$ cat src/shared/pwr_pkg.sv
// Purpose: Shared constants and carriers for the core power controller
// Assumes: One 50 MHz clock, registers on a plain strobe port
// Notes:   Offsets are byte addresses of aligned 32-bit words
package pwr_pkg;
  // ----------------------------------------------------------------
  // Widths and counts
  // ----------------------------------------------------------------
  localparam int NBRANCH = 8;
  localparam int LVL_W   = 4;
  localparam int AW      = 4;
  localparam int DW      = 32;

  // ----------------------------------------------------------------
  // Register map and field layout
  // ----------------------------------------------------------------
  localparam logic [AW-1:0] OFF_CTRL   = 4'h0;
  localparam logic [AW-1:0] OFF_STATUS = 4'h4;
  localparam int CTRL_GLOBAL_BIT = 0;
  localparam int CTRL_FUNC_BIT   = 1;
  localparam int ST_STATE_LSB    = 0;
  localparam int ST_LEVEL_LSB    = 4;
  localparam int ST_FREEZE_BIT   = 8;
  localparam int ST_SLEEP_BIT    = 9;
  localparam logic CTRL_GLOBAL_RST = 1'b1;
  localparam logic CTRL_FUNC_RST   = 1'b1;
  localparam logic [LVL_W-1:0] LEVEL_RST = 4'h0;

  // ----------------------------------------------------------------
  // Sleep sequencer states
  // ----------------------------------------------------------------
  typedef enum logic [1:0] {
    ST_RUN   = 2'b00,
    ST_DRAIN = 2'b01,
    ST_SLEEP = 2'b10
  } pstate_e;

  // ----------------------------------------------------------------
  // Carriers
  // ----------------------------------------------------------------
  typedef struct packed {
    logic               wait_for_interrupt_instruction_done;  // Wait instruction completes
    logic [LVL_W-1:0]   wait_for_interrupt_instruction_level; // Level encoded in it
    logic [2:0]         mem_busy;    // Instr, data, local port busy
    logic [LVL_W-1:0]   irq_level;   // Highest unmasked pending level
    logic               fill_active; // Cache line fill in progress
    logic               lsu_idle;    // Load/store units idle
    logic [2:0]         mem_req;     // Core wants instr, data, local mem
    logic               inb_req;     // Inbound bus request active
    logic [2:0]         inb_local;   // Inbound to instr, data, local mem
    logic [NBRANCH-1:0] func_act;    // Local activity per branch
  } core_in_s;

  typedef struct packed {
    logic core;
    logic bus;
    logic inbound;
    logic fill;
    logic lsu;
  } gclk_en_s;

  typedef struct packed {
    logic imem;
    logic dmem;
    logic lmem;
  } mem_en_s;
endpackage

$ cat src/design/sync2.sv
// Purpose: Two-stage synchroniser for one asynchronous level
// Assumes: Input comes from outside the clock domain
// Notes:   Only the second stage is visible outside
`timescale 1ns/1ps
module sync2 (
  input  wire logic clock,   // Core clock
  input  wire logic reset,   // Async reset, active high
  input  wire logic d,       // Asynchronous level
  output logic      q        // Synchronised level
);
  typedef struct packed {
    logic meta;
    logic sync;
  } sync_s;

  sync_s st_r;
  sync_s st_nxt;

  // Shift chain; the first stage feeds only the second
  always_comb begin
    st_nxt.meta = d;
    st_nxt.sync = st_r.meta;
  end

  always_ff @(posedge clock or posedge reset) begin
    if (reset) begin
      st_r <= '0;
    end else begin
      st_r <= st_nxt;
    end
  end

  assign q = st_r.sync;
endmodule

$ cat src/design/branch_gates.sv
// Purpose: Registered clock enables for the small functional branches
// Assumes: core_en_nxt is the next value of the core branch enable
// Notes:   Outputs come from flops, aligned with the core enable
`timescale 1ns/1ps
module branch_gates
  import pwr_pkg::*;
(
  input  wire logic               clock,       // Core clock
  input  wire logic               reset,       // Async reset, active high
  input  wire logic               core_en_nxt, // Next core enable
  input  wire logic               func_en,     // Functional gating selected
  input  wire logic [NBRANCH-1:0] act,         // Local activity
  output logic      [NBRANCH-1:0] en           // Branch enables
);
  typedef struct packed {
    logic [NBRANCH-1:0] en;
  } br_s;

  br_s st_r;
  br_s st_nxt;

  // Each branch runs with the core and, if selected, its own activity
  always_comb begin
    st_nxt = st_r;
    for (int i = 0; i < NBRANCH; i++) begin
      st_nxt.en[i] = core_en_nxt && (!func_en || act[i]);
    end
  end

  always_ff @(posedge clock or posedge reset) begin
    if (reset) begin
      st_r <= '{en: '1};
    end else begin
      st_r <= st_nxt;
    end
  end

  assign en = st_r.en;
endmodule

$ cat src/design/pwr_ctl.sv
// Purpose: Sleep, stall and clock-gating control of the processor core
// Assumes: Core-side inputs are on CLOCK; FREEZE is an external pin
// Notes:   Enables drive external gating cells; memory requests are early
//
// Function
// - Inactive register groups get their clock enable removed.
// - Instruction and data memories are enabled only when needed.
// - Global and functional gating are separately selectable.
// - Global gating also gates fill and load/store logic when idle.
// - Functional gating splits clocks into branches with local enables.
// - Wait instruction and sleep output exist only with interrupts.
// - Completed wait instruction loads the current interrupt level.
// - After loading the level, wait until memory interfaces are idle.
// - Then raise sleep output and suspend until an unmasked interrupt.
// - With global gating, most clocks stop while sleeping.
// - Without global gating, operations suspend but clocks run.
// - Inbound bus requests are serviced during sleep.
// - Inbound logic clock has its own gating conditions.
// - Freeze input stalls the pipeline for as long as it is high.
// - While frozen outside sleep with global gating, bus interface clock keeps running.
// - While frozen with global gating, fill logic is clocked only during a fill.
// - While frozen, memory enables drop except for fills and inbound.
`timescale 1ns/1ps
module pwr_ctl
  import pwr_pkg::*;
#(
  parameter bit HAS_INTERRUPTS = 1'b1
) (
  input  wire logic               CLOCK,       // 50 MHz core clock
  input  wire logic               RESET,       // Async reset, active high
  input  wire logic [AW-1:0]      ADDR,        // Register byte address
  input  wire logic [DW-1:0]      WDATA,       // Write data
  input  wire logic               WR,          // Write strobe
  input  wire logic               RD,          // Read strobe
  output logic      [DW-1:0]      RDATA,       // Read data, cycle after RD
  input  wire core_in_s           CORE_IN,     // Core status group
  input  wire logic               FREEZE,      // Pipeline freeze pin
  output logic                    SLEEP_IND,   // Sleep indicator
  output logic                    PIPE_STALL,  // Pipeline hold
  output logic      [LVL_W-1:0]   INTLEVEL,    // Current interrupt level
  output gclk_en_s                CLK_EN,      // Global clock enables
  output logic      [NBRANCH-1:0] BRANCH_EN,   // Functional branch enables
  output mem_en_s                 MEM_EN       // Local memory enables
);
  // ----------------------------------------------------------------
  // State
  // ----------------------------------------------------------------
  typedef struct packed {
    pstate_e          state;
    logic [LVL_W-1:0] level;
    logic             global_en;
    logic             func_en;
    logic             sleep_ind;
    logic             stall;
    gclk_en_s         clk_en;
    mem_en_s          mem_en;
    logic [DW-1:0]    rdata;
  } pctl_s;

  pctl_s st_r;
  pctl_s st_nxt;
  logic  freeze_s;

  // Freeze arrives from system logic on its own timing
  sync2 u_freeze_sync (
    .clock (CLOCK),
    .reset (RESET),
    .d     (FREEZE),
    .q     (freeze_s)
  );

  // ----------------------------------------------------------------
  // Helpers
  // ----------------------------------------------------------------
  // Register read view, shared by the read mux
  function automatic logic [DW-1:0] read_word(input logic [AW-1:0] a,
                                              input pctl_s s,
                                              input logic frz);
    logic [DW-1:0] w;
    w = '0;
    if (a == OFF_CTRL) begin
      w[CTRL_GLOBAL_BIT] = s.global_en;
      w[CTRL_FUNC_BIT]   = s.func_en;
    end else if (a == OFF_STATUS) begin
      w[ST_STATE_LSB +: 2]     = s.state;
      w[ST_LEVEL_LSB +: LVL_W] = s.level;
      w[ST_FREEZE_BIT]         = frz;
      w[ST_SLEEP_BIT]          = s.sleep_ind;
    end
    return w;
  endfunction

  // ----------------------------------------------------------------
  // Next state
  // ----------------------------------------------------------------
  logic mem_idle;
  logic wake;
  logic sleeping_n;
  logic active_n;
  logic gate_on;

  assign mem_idle = (CORE_IN.mem_busy == '0);
  assign wake     = (CORE_IN.irq_level > st_r.level);

  // Sequencer, register port and enables in one pass
  always_comb begin
    st_nxt     = st_r;
    sleeping_n = 1'b0;
    active_n   = 1'b0;
    gate_on    = st_r.global_en;

    // Register writes steer the gating options
    if (WR && ADDR == OFF_CTRL) begin
      st_nxt.global_en = WDATA[CTRL_GLOBAL_BIT];
      st_nxt.func_en   = WDATA[CTRL_FUNC_BIT];
    end
    st_nxt.rdata = RD ? read_word(ADDR, st_r, freeze_s) : '0;

    // Wait sequence
    unique case (st_r.state)
      ST_RUN: begin
        if (HAS_INTERRUPTS && CORE_IN.wait_for_interrupt_instruction_done) begin
          st_nxt.level = CORE_IN.wait_for_interrupt_instruction_level;
          st_nxt.state = ST_DRAIN;
        end
      end
      ST_DRAIN: begin
        // Sleep only once every memory interface is quiet
        if (mem_idle) begin
          st_nxt.state = ST_SLEEP;
        end
      end
      ST_SLEEP: begin
        if (wake) begin
          st_nxt.state = ST_RUN;
        end
      end
      default: begin
        st_nxt.state = ST_RUN;
      end
    endcase

    sleeping_n       = (st_nxt.state == ST_SLEEP);
    st_nxt.sleep_ind = sleeping_n;
    // Suspended while draining, sleeping or frozen; no safety check
    st_nxt.stall = (st_nxt.state != ST_RUN) || freeze_s;
    active_n     = !st_nxt.stall;

    // Most clocks stop in sleep or freeze, only with global gating
    st_nxt.clk_en.core = !(gate_on && (sleeping_n || freeze_s));
    // Bus interface stays clocked while frozen outside sleep and for inbound traffic
    st_nxt.clk_en.bus = !(gate_on && sleeping_n && !CORE_IN.inb_req);
    // Inbound logic follows its own request, not the core state
    st_nxt.clk_en.inbound = !gate_on || CORE_IN.inb_req;
    // With global gating, fill logic runs only while a fill is in flight, frozen or not
    st_nxt.clk_en.fill = !gate_on || CORE_IN.fill_active;
    st_nxt.clk_en.lsu  = !gate_on || (active_n && !CORE_IN.lsu_idle);

    // Memories on for core use, fills and inbound hits only
    st_nxt.mem_en.imem = (active_n && CORE_IN.mem_req[0]) || CORE_IN.fill_active
                         || CORE_IN.inb_local[0];
    st_nxt.mem_en.dmem = (active_n && CORE_IN.mem_req[1]) || CORE_IN.fill_active
                         || CORE_IN.inb_local[1];
    st_nxt.mem_en.lmem = (active_n && CORE_IN.mem_req[2]) || CORE_IN.fill_active
                         || CORE_IN.inb_local[2];
  end

  // ----------------------------------------------------------------
  // Registers
  // ----------------------------------------------------------------
  // Clocks run and memories rest until the core asks
  always_ff @(posedge CLOCK or posedge RESET) begin
    if (RESET) begin
      st_r.state     <= ST_RUN;
      st_r.level     <= LEVEL_RST;
      st_r.global_en <= CTRL_GLOBAL_RST;
      st_r.func_en   <= CTRL_FUNC_RST;
      st_r.sleep_ind <= 1'b0;
      st_r.stall     <= 1'b0;
      st_r.clk_en    <= '1;
      st_r.mem_en    <= '0;
      st_r.rdata     <= '0;
    end else begin
      st_r <= st_nxt;
    end
  end

  // Branch enables track the next core enable so both switch together
  branch_gates u_branch (
    .clock       (CLOCK),
    .reset       (RESET),
    .core_en_nxt (st_nxt.clk_en.core),
    .func_en     (st_r.func_en),
    .act         (CORE_IN.func_act),
    .en          (BRANCH_EN)
  );

  // ----------------------------------------------------------------
  // Outputs
  // ----------------------------------------------------------------
  assign RDATA      = st_r.rdata;
  assign SLEEP_IND  = st_r.sleep_ind;
  assign PIPE_STALL = st_r.stall;
  assign INTLEVEL   = st_r.level;
  assign CLK_EN     = st_r.clk_en;
  assign MEM_EN     = st_r.mem_en;
endmodule

$ cat config.mk
export PLATFORM = sky130hd
export DESIGN_NAME = pwr_ctl
export DESIGN_NICKNAME = d
export VERILOG_FILES = /design/src/shared/pwr_pkg.sv /design/src/design/sync2.sv /design/src/design/branch_gates.sv /design/src/design/pwr_ctl.sv
export SDC_FILE = /design/constraint.sdc
export NUM_CORES = 1
export LEC_CHECK = 0
export BUFFER_PORTS_ARGS = -buffer_cell sky130_fd_sc_hd__buf_2
export CORE_ASPECT_RATIO = 1.2
export CORE_MARGIN = 2
export CORE_UTILIZATION = 37
export CTS_CLUSTER_SIZE = 40
export DETAILED_ROUTE_END_ITERATION = 10
export MAX_ROUTING_LAYER = met4
export PLACE_DENSITY_LB_ADDON = 0.2
export SLEW_MARGIN = 20
export SYNTH_ARGS = -nofsm -noshare
export SYNTH_HDL_FRONTEND = slang
export SYNTH_SLANG_ARGS = --single-unit
$ cat constraint.sdc
create_clock -name CLOCK -period 1.7 [get_ports CLOCK]
set_input_delay 0.17 -clock CLOCK [delete_from_list [all_inputs] [get_ports CLOCK]]
set_output_delay 0.17 -clock CLOCK [all_outputs]
set_load 0.05 [all_outputs]
* Word level (Yosys, flattened, before mapping)
Index checks and enable logic that the tools add are counted. Widths: inputs -> output; s select.
Word-level totals: register bits 38, logic and storage cells 79, output and inout port bits 54
Operators by class: reductions and logical operators 47, magnitude comparators 1, muxes and demuxes 9, eq/ne operators 4
Operator list (count):
- $logic_or 1x1->1 | 19
- $mux 6 | 3
- $logic_and 1x1->1 | 16
- $mux 10 | 1
- $mux 2 | 4
- $logic_not 1->1 | 7
- $pmux 2 s3 | 1
- $eq 2x2->1 const B | 2
- $eq 4x3->1 const B | 1
- $gt 4x4->1 | 1
- $logic_not 4->1 | 1
- $logic_not 3->1 | 1
- $eq 2x1->1 const B | 1
- $logic_not 2->1 | 1
- $reduce_and 2->1 | 1
- $reduce_bool 2->1 | 1

* Logic depth before layout (Yosys ltp)
Gate-level depths: netlist of the first run.
depth in word-level cells 9, mapped depth 7

* Hierarchy
From an unflattened synthesis of the first run, not the netlist that was laid out.
Second synthesis, totals: cell total of the unflattened synthesis 154, area total of the unflattened synthesis 1783.0 µm²
By module, submodules not included:
- pwr_ctl | instances 1, area an instance 1421.4 µm², seq. area each 659.4 µm², cells an instance 126
- branch_gates | instances 1, area an instance 307.8 µm², seq. area each 210.2 µm², cells an instance 25
- sync2 | instances 1, area an instance 53.8 µm², seq. area each 50.0 µm², cells an instance 3

* Worst setup path before layout of the first run
No wires, ideal clock.
kind flip-flop to flip-flop, start point reg st_r, in the netlist INTLEVEL[1], end point reg st_r, in the netlist MEM_EN[0], cell stages (with the launch flop) 7, data required time 1.574 ns, period minus slack after synthesis 1.729 ns, library setup time 0.126 ns, buffers on the path 0, arrival time 1.603 ns, path slack -0.029 ns, path through dfrtp_1 -> inv_1 -> ha_1 -> and2b_2 -> o21bai_1 -> a311oi_2 -> a311o_1
RTL lines:
- from (decl) | RTL line pwr_ctl.sv:60 | pctl_s st_r;
- from (signal assigned) | RTL line pwr_ctl.sv:184 | st_r <= st_nxt;

==> results by group, run 1 <==
Run status
  – Status: finished clean

STA
  – Setup ws final: 14.31 ps
  – Final Skew: 6.882 ps
  – Max Slew Vio Count: 0
  – RSZ-0062 raised after global routing: true
  – Fmax: 593.2 MHz
  – Hold Fails Final Rpt: 0
  – Crit path time final: 1686 ps
  – Final setup violation count: 0
  – Tcrit/Tclk final: 99.16%

Die
  – DIE AREA: 5360 µm²
  – Starting Density: 38.56%
  – Row count: 27
  – CORE AREA: 4594 µm²
  – IO Pins: 124
  – Die Y: 79.80 µm
  – Die width: 67.17 µm

Clock network
  – CTS root buffer: clkbuf_8
  – TritonCTS buffer count: 5
  – Skew-Pair Late Insertion Delay: 280 ps
  – Clk pin slew, worst setup/hold paths: 70 ps
  – Clk sinks: 36
  – H-tree depth: 2
  – CTS tree: built
  – Max clock buf depth: 2

Routing
  – Post-route DRC violation count: 0
  – Number of nets with antenna violations after routing: 0
  – Via count: 1217
  – Total Wirelength: 3.564 mm
  – Vias/cell: 4.270
  – Average wire per standard cell: 12.51 µm
  – DR pass1 iterations: 4
  – DRT iter0 DRCs: 29

Final layout
  – FF/Latch Area: 919.6 µm²
  – Synth-to-layout area growth: 26.13%
  – Filler cell count: 451
  – N_diodes: 0
  – Layout Cells excl Fill: 285
  – Area of the multi-input gates: 644.4 µm²
  – # nets final: 300
  – Layout cell share with drive strength beyond 1: 55.51%

Place
  – # placed instances: 272
  – GP Congestion: 0.7269
  – Dpl ws: -75.32 ps
  – Post-DP HPWL: 2.470 mm
  – Input/output buffers: 69

Critical path
  – Worst EP required: 1910 ps
  – CP Data Arrival Time: 1890 ps
  – CP Class: flip-flop to flip-flop
  – CP Launch Type: flip-flop
  – Critical-path maximum fanout: 5
  – CP Capture Type: flip-flop

Synth
  – Post-Syn Area per Cell: 11.14 µm²
  – Post-synthesis cell type with the largest combined area: dfrtp_1
  – Most used DFF post-synth: dfrtp_1
  – Synth Register Bits: 36
  – Synth top area share: 29.66%
  – EDFF count, synth: 0
  – Sequential area share after synthesis: 51.91%
  – Largest cells by area after synthesis: dfrtp_1 (30%), dfstp_2 (22%), buf_4 (19%)
  – Post-synth ARST share: 100.0%
  – Synth warn: 0
  – Post-synthesis cell area: 1772 µm²
  – Post-synthesis cell count: 159
  – Post-synth cell types: 31

Global route
  – Met2 usage: 24.55%
  – Grt peak-use layer: met2
  – Met3 usage: 4.231%
  – Initial antenna violation count: 0
  – Largest net degree at the start of global routing: 37
  – GR Overflow Total: 0
  – Number of global-route vias before repair: 1191
  – GRT Resource Usage Total: 14.48%
  – Global-route wire length before repair: 5.595 mm
  – M1 GR Usage: 16.64%

Min path
  – Hold Crit Class: input pin to flip-flop

Power
  – Maximum vdd drop: 0.4526 mV
  – Leakage: 1.134 nW
  – Final Power: 3.124 mW
  – Pwr dens: 1398 nW/µm²

Flow run
  – Number of max-cap violations: 0
-- cell usage in the layout (no fill, tap or decap), drive strengths merged, types with 2 or more instances in the layout --
master	n
buf	80
conb	24
dfrtp	21
dfstp	15
inv	15
clkbuf	8
a21oi	8
and2	7
nand2	7
ha	4
nor2	3
nand2b	3
a311o	3
mux2	3
o21ai	3
nor3b	2
nor3	2
a31o	2
and3	2
mux2i	2
dlygate4sd3	2
a221o	2
-- synthesized netlist by cell type, types with 3 or more instances --
library cell	n
buf_4	44
dfrtp_1	21
dfstp_2	15
inv_1	15
a21oi_1	8
and2_1	7
nand2_1	7
ha_1	4
a311o_1	3
mux2_2	3
nand2b_1	3
nor2_1	3
o21ai_0	3
-- sequential cells by signal, indices dropped and copies added (netlist names) --
register,flops
gate_on,1
SLEEP_IND,1
u_freeze_sync.q,1
CLK_EN,5
MEM_EN,3
PIPE_STALL,1
st_r,3
u_freeze_sync.st_nxt,1
u_branch.en,8
RDATA,8
INTLEVEL,4
-- stage by stage --
step | hold slack [ps] | util, % | cell area [µm²] | TNS (ps)
2_1_floorplan | 201.4 | - | 1862 | 0
3_3_place_gp | 278.5 | 43.57 | 2002 | -491.8
3_5_place_dp | 284.6 | 43.57 | 2002 | -532.2
4_1_cts | 46.41 | 47.20 | 2168 | -60.64
5_1_grt | 43.15 | 48.64 | 2235 | -848.8
6_report | 58.52 | 48.64 | 2235 | 0
-- logic make-up after synthesis --
logic type | synth area share, %
buffers and inverters | 22.67
AOI/OAI and AO/OA | 9.817
and+or+nand+nor | 9.534
other | 0.2117
adders and majority gates | 2.825
DFF | 51.91
muxes | 3.037
-- power breakdown --
| group | leakage, nW | total [mW] | internal [mW] | switching (mW) |
|---|---|---|---|---|
| combinational | 0.670 | 1.36 | 0.451 | 0.910 |
| sequential | 0.419 | 1.15 | 1.05 | 0.0982 |
| clock | 0.0455 | 0.612 | 0.330 | 0.282 |
-- repair_timing --
item,in CTS,in global routing
gates cloned,1,0
endpoints found under the hold margin,16,0
endpoints found under the setup margin,12,14
hold buffers,2,0
resized for setup,7,12
pin swaps,7,9
setup buffers,1,1
-- metal layers --
metal | up-vias | share of wire, %
met5 | - | 0
met4 | 0 | 1.1
met3 | 5 | 8.2
met2 | 63 | 52
met1 | 562 | 39
li1 | 587 | -
-- worst paths after layout --
check	from	end	slack [ps]	cells after the start
hold / removal	CORE_IN[15]	CLK_EN[0]	60	2
max in group asynchronous	RESET	gate_on	820	4
hold reg to reg	u_freeze_sync.st_nxt[0]	u_freeze_sync.q	360	0
setup / recovery	INTLEVEL[1]	u_branch.en[7]	10	7
min in group asynchronous	RESET	INTLEVEL[1]	530	4
setup reg to reg	INTLEVEL[1]	u_branch.en[7]	10	7
-- critical path, stage by stage (launching register included) --
cell      delay [ps]
dfrtp_1          370
inv_2             60
ha_4             260
and2b_2          160
o21bai_4         100
buf_6            130
a221o_1          380
a21oi_1          140
-- layout make-up --
type                    count  area share (%)
clock buffers               8           4.031
inverters                  15           2.520
multi-input cells          86           28.84
flip-flops and latches     36           41.15
well taps                  58           3.247
repair buffers             82           20.21
(Power assumes the default switching activity.)
==> run 2: changes to the inputs <==
SYNTH_HIERARCHICAL = 1   (was unset)
==> run 2 against run 1 <==
Against the previous run:
- the flow now finishes with violations (negative setup slack)
- area after synthesis rose by 0.64%
- first-iteration DRC count rose by 17%
- setup slack got worse by 41 ps
- sequential share of layout area fell by 0.84 points
- synthesized cell count fell by 3.1%
- clock-buffer cell count fell by 3
- routed wire length fell by 8.1%
- core utilization rose by 0.65 points
- non-clock buffer count rose by 5
- combinational power fell by 4%
- hold slack got worse by 21 ps
- critical path type unchanged
- highest routed layer unchanged
==> results by group, run 2 <==
Run status
  – Status: finished with violations
  – Failing checks: negative setup slack

STA
  – Tcrit/Tclk final: 101.6% (+2.4 points)
  – Setup ws final: -26.60 ps (-40.91 ps)
  – Final Skew: 7.217 ps (+0.3350 ps)
  – Fmax: 579.2 MHz (-2.4%)
  – Hold Fails Final Rpt: 0 (unchanged)
  – Max Slew Vio Count: 0 (unchanged)
  – Worst hold slack: 37.57 ps (-20.95 ps)
  – RSZ-0062 raised after global routing: true
  – Crit path time final: 1727 ps (+40.91 ps)
  – Final setup violation count: 3 (+3)

Power
  – Pwr dens: 1330 nW/µm² (-4.9%)
  – Maximum vdd drop: 0.5864 mV (+30%)
  – Leakage: 1.168 nW (+3.0%)

Die
  – DIE AREA: 5393 µm² (+0.61%)
  – CORE AREA: 4628 µm² (+0.74%)
  – Die width: 67.37 µm (+0.30%)
  – Row count: 27 (unchanged)
  – IO Pins: 124 (unchanged)
  – Starting Density: 38.52% (about the same)
  – Die Y: 80.05 µm (+0.31%)

Clock network
  – CTS tree: built
  – Clk sinks: 36 (unchanged)
  – Clk pin slew, worst setup/hold paths: 80 ps (about the same)
  – Max clock buf depth: 2 (unchanged)
  – H-tree depth: 2 (unchanged)
  – TritonCTS buffer count: 5 (unchanged)
  – CTS root buffer: clkbuf_8
  – Skew-Pair Late Insertion Delay: 280 ps (about the same)

Critical path
  – CP Capture Type: flip-flop
  – Worst EP required: 1930 ps (+20 ps)
  – Critical path origin: INTLEVEL[1]
  – CP Launch Type: flip-flop
  – CP Class: flip-flop to flip-flop
  – Reg2reg start: INTLEVEL[1]
  – Critical-path maximum fanout: 4 (-1)
  – CP Data Arrival Time: 1950 ps (+60 ps)

Routing
  – Metal2 WL: 1.691 mm (-8.1%)
  – Total Wirelength: 3.276 mm (-8.1%)
  – Average wire per standard cell: 11.45 µm (-8.4%)
  – DR pass1 iterations: 4 (unchanged)
  – Top layer in use: met4
  – Met3 wire len: 269 µm (-7.6%)
  – Via count: 1183 (-2.8%)
  – Number of nets with antenna violations after routing: 0 (unchanged)
  – Vias/cell: 4.136 (-3.1%)
  – Met1 wire length: 1.274 mm (-8.4%)
  – Post-route DRC violation count: 0 (unchanged)
  – DRT iter0 DRCs: 34 (+17%)

Place
  – Area after DPL: 2073 µm² (+3.6%)
  – Post-DP HPWL: 2.522 mm (+2.1%)
  – Input/output buffers: 69 (unchanged)
  – GP Congestion: 0.7575 (+4.2%)
  – # placed instances: 275 (+1.1%)
  – Dpl ws: -100.1 ps (-24.74 ps)

Final layout
  – Synth-to-layout area growth: 27.93%
  – Most frequent cells in the layout: buf_2 (69), conb_1 (24), dfrtp_1 (21)
  – Area of the multi-input gates: 648.1 µm² (+0.58%)
  – Layout cell share with drive strength beyond 1: 58.77% (+3.3 points)
  – FF/Latch Area: 919.6 µm² (unchanged)
  – Layout Cells excl Fill: 286 (+0.35%)
  – # nets final: 301 (+0.33%)
  – N_diodes: 0 (unchanged)
  – Filler cell count: 437 (-3.1%)
  – Cell area after layout: 2281 µm² (+2.1%)
  – Layout Utilization: 49.28% (+0.65 points)
  – Most common cell after layout, fill and taps aside: buf_2

Synth
  – Largest family of logic cells by synthesized area: buffers and inverters
  – Post-synthesis cell area: 1783 µm² (+0.64%)
  – Post-synth cell types: 29 (-6.5%)
  – Post-Synth Adder-Cell Area: 2.807% (-0.018 points)
  – Synth top area share: 29.47% (-0.19 points)
  – Compound-Gate Fraction of Synth Area: 12.56% (+2.7 points)
  – Post-synthesis cell count: 154 (-3.1%)
  – Top cells by count, synth: buf_4 (44), dfrtp_1 (21), inv_1 (16)
  – Largest cells by area after synthesis: dfrtp_1 (29%), dfstp_2 (22%), buf_4 (19%)
  – Sequential area share after synthesis: 51.58% (-0.33 points)
  – Post-Synth Simple-Gate Area: 7.930% (-1.6 points)
  – Synth warn: 6 (+6)
  – Post-Syn Area per Cell: 11.58 µm² (+3.9%)
  – EDFF count, synth: 0 (unchanged)
  – Post-Synth XOR/XNOR Area: 0% (unchanged)
  – Top-count cell post-synth: buf_4
  – Synth Register Bits: 36 (unchanged)
  – Post-synth ARST share: 100.0% (unchanged)
  – Most used DFF post-synth: dfrtp_1
  – Mux cell area share after synthesis: 3.018% (-0.019 points)
  – Post-synthesis cell type with the largest combined area: dfrtp_1

Global route
  – GRT Resource Usage Total: 13.71% (-0.77 points)
  – GR Overflow Total: 0 (unchanged)
  – Initial antenna violation count: 0 (unchanged)
  – Number of global-route vias before repair: 1181 (-0.84%)
  – Global-route wire length before repair: 5.250 mm (-6.2%)
  – Largest net degree at the start of global routing: 25 (-32%)

Flow run
  – Number of max-cap violations: 0 (unchanged)

Min path
  – Worst hold start: CORE_IN[15]
  – Hold Crit Class: input pin to flip-flop
run 2: cell types whose count changed in the layout (fill, tap and decap cells not counted), moves of 2 or more:
| cell | before | now |
|---|---|---|
| a21boi_2 | 0 | 8 |
| a21oi_2 | 5 | 0 |
| buf_4 | 10 | 14 |
| a211o_1 | 0 | 3 |
| a21oi_1 | 3 | 0 |
| a311o_1 | 3 | 0 |
| a31o_2 | 2 | 0 |
| clkbuf_1 | 2 | 0 |
| clkinv_2 | 0 | 2 |
run 2: layout make-up:
| class | count | share of cell area (%) |
|---|---|---|
| clock buffer | 5 | 3.017 |
| multi-input combinational | 81 | 28.41 |
| sequential | 36 | 40.32 |
| timing repair buffer | 87 | 21.61 |
| clock inverter | 3 | 0.8228 |
| inverter | 16 | 2.633 |
| tap | 58 | 3.182 |
run 2: layer usage:
layer,GRT usage (%),vias up
li1,-,574
met1,15.50,548
met2,22.48,56
met3,4.937,5
met4,4.286,0
met5,-,-
run 2: cell families after synthesis:
family	after synthesis
multiplexers	5
other	1
adder cells (fa/ha/maj)	4
AND/OR/NAND/NOR	25
flip-flops	36
buffers and inverters	60
AO/OA/AOI/OAI	23
run 2: critical path, cell delays in order, from the launching register on:
cell and delay, ps:
dfrtp_1 360, inv_2 60, ha_4 250, nor2b_1 120, o211ai_1 140, buf_4 170, a2111oi_4 380, a211o_1 190
run 2: final timing paths:
kind | end | slack [ps] | cells after the start
min in group asynchronous | u_freeze_sync/st_nxt[0] | 290 | 3
min reg2reg | u_freeze_sync/q | 350 | 0
max | MEM_EN[1] | -30 | 7
max reg2reg | MEM_EN[1] | -30 | 7
min | CLK_EN[0] | 40 | 2
max in group asynchronous | CLK_EN[1] | 840 | 4
run 2: timing repair:
| item | CTS | global route |
|---|---|---|
| gates cloned | 1 | 0 |
| hold buffers | 2 | 0 |
| setup endpoints to repair | 14 | 14 |
| pin swaps | 9 | 5 |
| endpoints found under the hold margin | 5 | 0 |
| setup buffers | 0 | 0 |
| gates resized for setup | 19 | 0 |
run 2: through the flow:
step | TNS, ps | total power [mW]
CTS | -528.5 | 3.085
floorplan | 0 | 2.121
global placement | -683.4 | 2.336
finish | -51.02 | 3.033
global route | -1059 | 3.216
detailed placement | -1007 | 2.346
run 2: where the power goes:
group          internal (mW)  switching (mW)
Combinational          0.441           0.856
Clock                  0.285           0.307
Sequential              1.05          0.0950
==> run 3: changes to the inputs <==
CORE_ASPECT_RATIO = 0.9   (was 1.2)
clock period = 1.5 ns   (was 1.7 ns; I/O delays follow)
==> run 3 against run 2 <==
Against the previous run:
- the flow still finishes with violations (negative setup slack)
- critical path depth up 1
- routed wire length up 2.3%
- clock power up 7.9%
- cell count up 1.4%
==> results by group, run 3 (synthesis gave the netlist of run 2 again) <==
Place
  – # placed instances: 276 (+0.36%)
  – GP Congestion: 0.6946 (-8.3%)
  – Input/output buffers: 69 (unchanged)
  – Post-DP HPWL: 2.525 mm (about the same)
  – Area after DPL: 2102 µm² (+1.4%)

Final layout
  – Filler cell count: 446 (+2.1%)
  – Synth-to-layout area growth: 28.28%
  – Cell area after layout: 2287 µm² (+0.27%)
  – N_diodes: 0 (unchanged)
  – # nets final: 301 (unchanged)
  – Area of the multi-input gates: 666.9 µm² (+2.9%)
  – FF/Latch Area: 919.6 µm² (unchanged)
  – Most frequent cells in the layout: buf_2 (69), conb_1 (24), dfrtp_1 (21)
  – Layout cell share with drive strength beyond 1: 57.89% (-0.88 points)
  – Most common cell after layout, fill and taps aside: buf_2
  – Layout Cells excl Fill: 290 (+1.4%)

Clock network
  – CTS root buffer: clkbuf_8
  – TritonCTS buffer count: 5 (unchanged)
  – Clk pin slew, worst setup/hold paths: 60 ps (-20 ps)
  – H-tree depth: 2 (unchanged)
  – Skew-Pair Late Insertion Delay: 280 ps (about the same)
  – Clk sinks: 36 (unchanged)
  – CTS tree: built
  – Max clock buf depth: 2 (unchanged)

Global route
  – Number of global-route vias before repair: 1130 (-4.3%)
  – Global-route wire length before repair: 5.119 mm (-2.5%)
  – Initial antenna violation count: 0 (unchanged)
  – GRT Resource Usage Total: 12.96% (-0.75 points)
  – GR Overflow Total: 0 (unchanged)
  – Largest net degree at the start of global routing: 27 (+8.0%)

Die
  – IO Pins: 124 (unchanged)
  – Row count: 23 (-15%)
  – Die width: 77.17 µm (+15%)
  – CORE AREA: 4547 µm² (-1.8%)
  – Die Y: 69.86 µm (-13%)
  – DIE AREA: 5391 µm² (about the same)
  – Starting Density: 39.21% (+0.69 points)

STA
  – Max Slew Vio Count: 0 (unchanged)
  – Tcrit/Tclk final: 112.6% (+11 points)
  – Final Skew: 1.843 ps (-5.374 ps)
  – RSZ-0062 raised after global routing: true
  – Hold Fails Final Rpt: 0 (unchanged)
  – Fmax: 592.2 MHz (+2.3%)
  – Setup ws final: -188.5 ps (-161.9 ps)
  – Final setup violation count: 16 (+13)
  – Crit path time final: 1688 ps (-38.11 ps)

Flow run
  – Number of max-cap violations: 0 (unchanged)

Routing
  – DR pass1 iterations: 4 (unchanged)
  – Met3 wire len: 347 µm (+29%)
  – DRT iter0 DRCs: 14 (-59%)
  – Top layer in use: met4
  – Average wire per standard cell: 11.55 µm (+0.85%)
  – Total Wirelength: 3.350 mm (+2.3%)
  – Via count: 1167 (-1.4%)
  – Post-route DRC violation count: 0 (unchanged)
  – Met1 wire length: 1.497 mm (+18%)
  – Number of nets with antenna violations after routing: 0 (unchanged)
  – Metal2 WL: 1.454 mm (-14%)
  – Vias/cell: 4.024 (-2.7%)

Run status
  – Failing checks: negative setup slack
  – Status: finished with violations

Critical path
  – Critical-path maximum fanout: 5 (+1)
  – CP Launch Type: flip-flop
  – CP Capture Type: flip-flop
  – CP Data Arrival Time: 1910 ps (-40 ps)
  – R2R cell count: 8 (+1)
  – CP Class: flip-flop to flip-flop
  – Worst EP required: 1720 ps (-210 ps)
  – Reg-to-reg slack, setup: -190 ps (-160 ps)

Power
  – Final Power: 3.418 mW (+13%)
  – Leakage: 1.173 nW (+0.41%)
  – Pwr dens: 1495 nW/µm² (+12%)
  – Maximum vdd drop: 0.6775 mV (+16%)

Min path
  – Worst hold path depth: 2 (unchanged)
  – Hold Crit Class: input pin to flip-flop
==> run 3: cell count changes in the layout (fill, tap and decap cells not counted), sizes merged <==
cell / change
clkbuf: +2
o21ai: +1
clkinv: -2
buf: -1
==> run 3: through the flow <==
step / setup TNS, ps / hold slack (ps) / setup slack, ps / util, %
after floorplan: -1548 / -108.8 / -132.3 / -
after global placement: -3092 / 27.78 / -234.3 / 46.23
after detailed placement: -3533 / 32.92 / -264.6 / 46.23
after CTS: -2636 / 27.73 / -186.1 / 49.97
after global routing: -3938 / 24.55 / -265.4 / 50.30
final: -2567 / 32.45 / -188.5 / 50.30
==> run 3: power by group <==
| part | total (mW) | switching (mW) | internal (mW) |
|---|---|---|---|
| clock | 0.640 | 0.314 | 0.325 |
| combinational | 1.48 | 0.975 | 0.504 |
| sequential | 1.30 | 0.111 | 1.19 |
| total | 3.42 | 1.40 | 2.02 |
==> run 3: critical path, stage by stage (launching register included) <==
cell and delay [ps]:
dfrtp_1 360, inv_2 60, ha_4 260, nor2b_4 120
o211ai_1 90, buf_4 160, a21o_4 230, o21ai_4 180
a21boi_2 180
==> run 3: per-layer routing <==
layer | vias to the layer above | track usage [%]
met5 | - | -
met4 | 0 | 5.357
met3 | 7 | 4.522
met2 | 64 | 18.84
met1 | 519 | 16.49
li1 | 577 | -
==> run 3: final timing paths <==
path	end	startpoint
setup / recovery	u_branch/en[4]	INTLEVEL[1]
hold / removal	CLK_EN[0]	CORE_IN[15]
setup reg to reg	u_branch/en[4]	INTLEVEL[1]
hold reg to reg	u_freeze_sync/q	u_freeze_sync/st_nxt[0]
max in group asynchronous	st_r[42]	RESET
min in group asynchronous	u_freeze_sync/st_nxt[0]	RESET
==> run 3: repair_timing <==
item	CTS	global route
gates cloned	1	0
setup buffers	3	1
resized for setup	6	3
pin swaps	7	1
endpoints found under the setup margin	16	16
hold buffers	2	0
endpoints found under the hold margin	22	0
==> run 3: area by class of cell <==
class	count	area share [%]
Multi-Input combinational cell	82	29.16
Inverter	16	2.626
Clock buffer	7	3.337
Tap cell	62	3.392
Timing Repair Buffer	86	21.06
Clock inverter	1	0.2188
Sequential cell	36	40.21
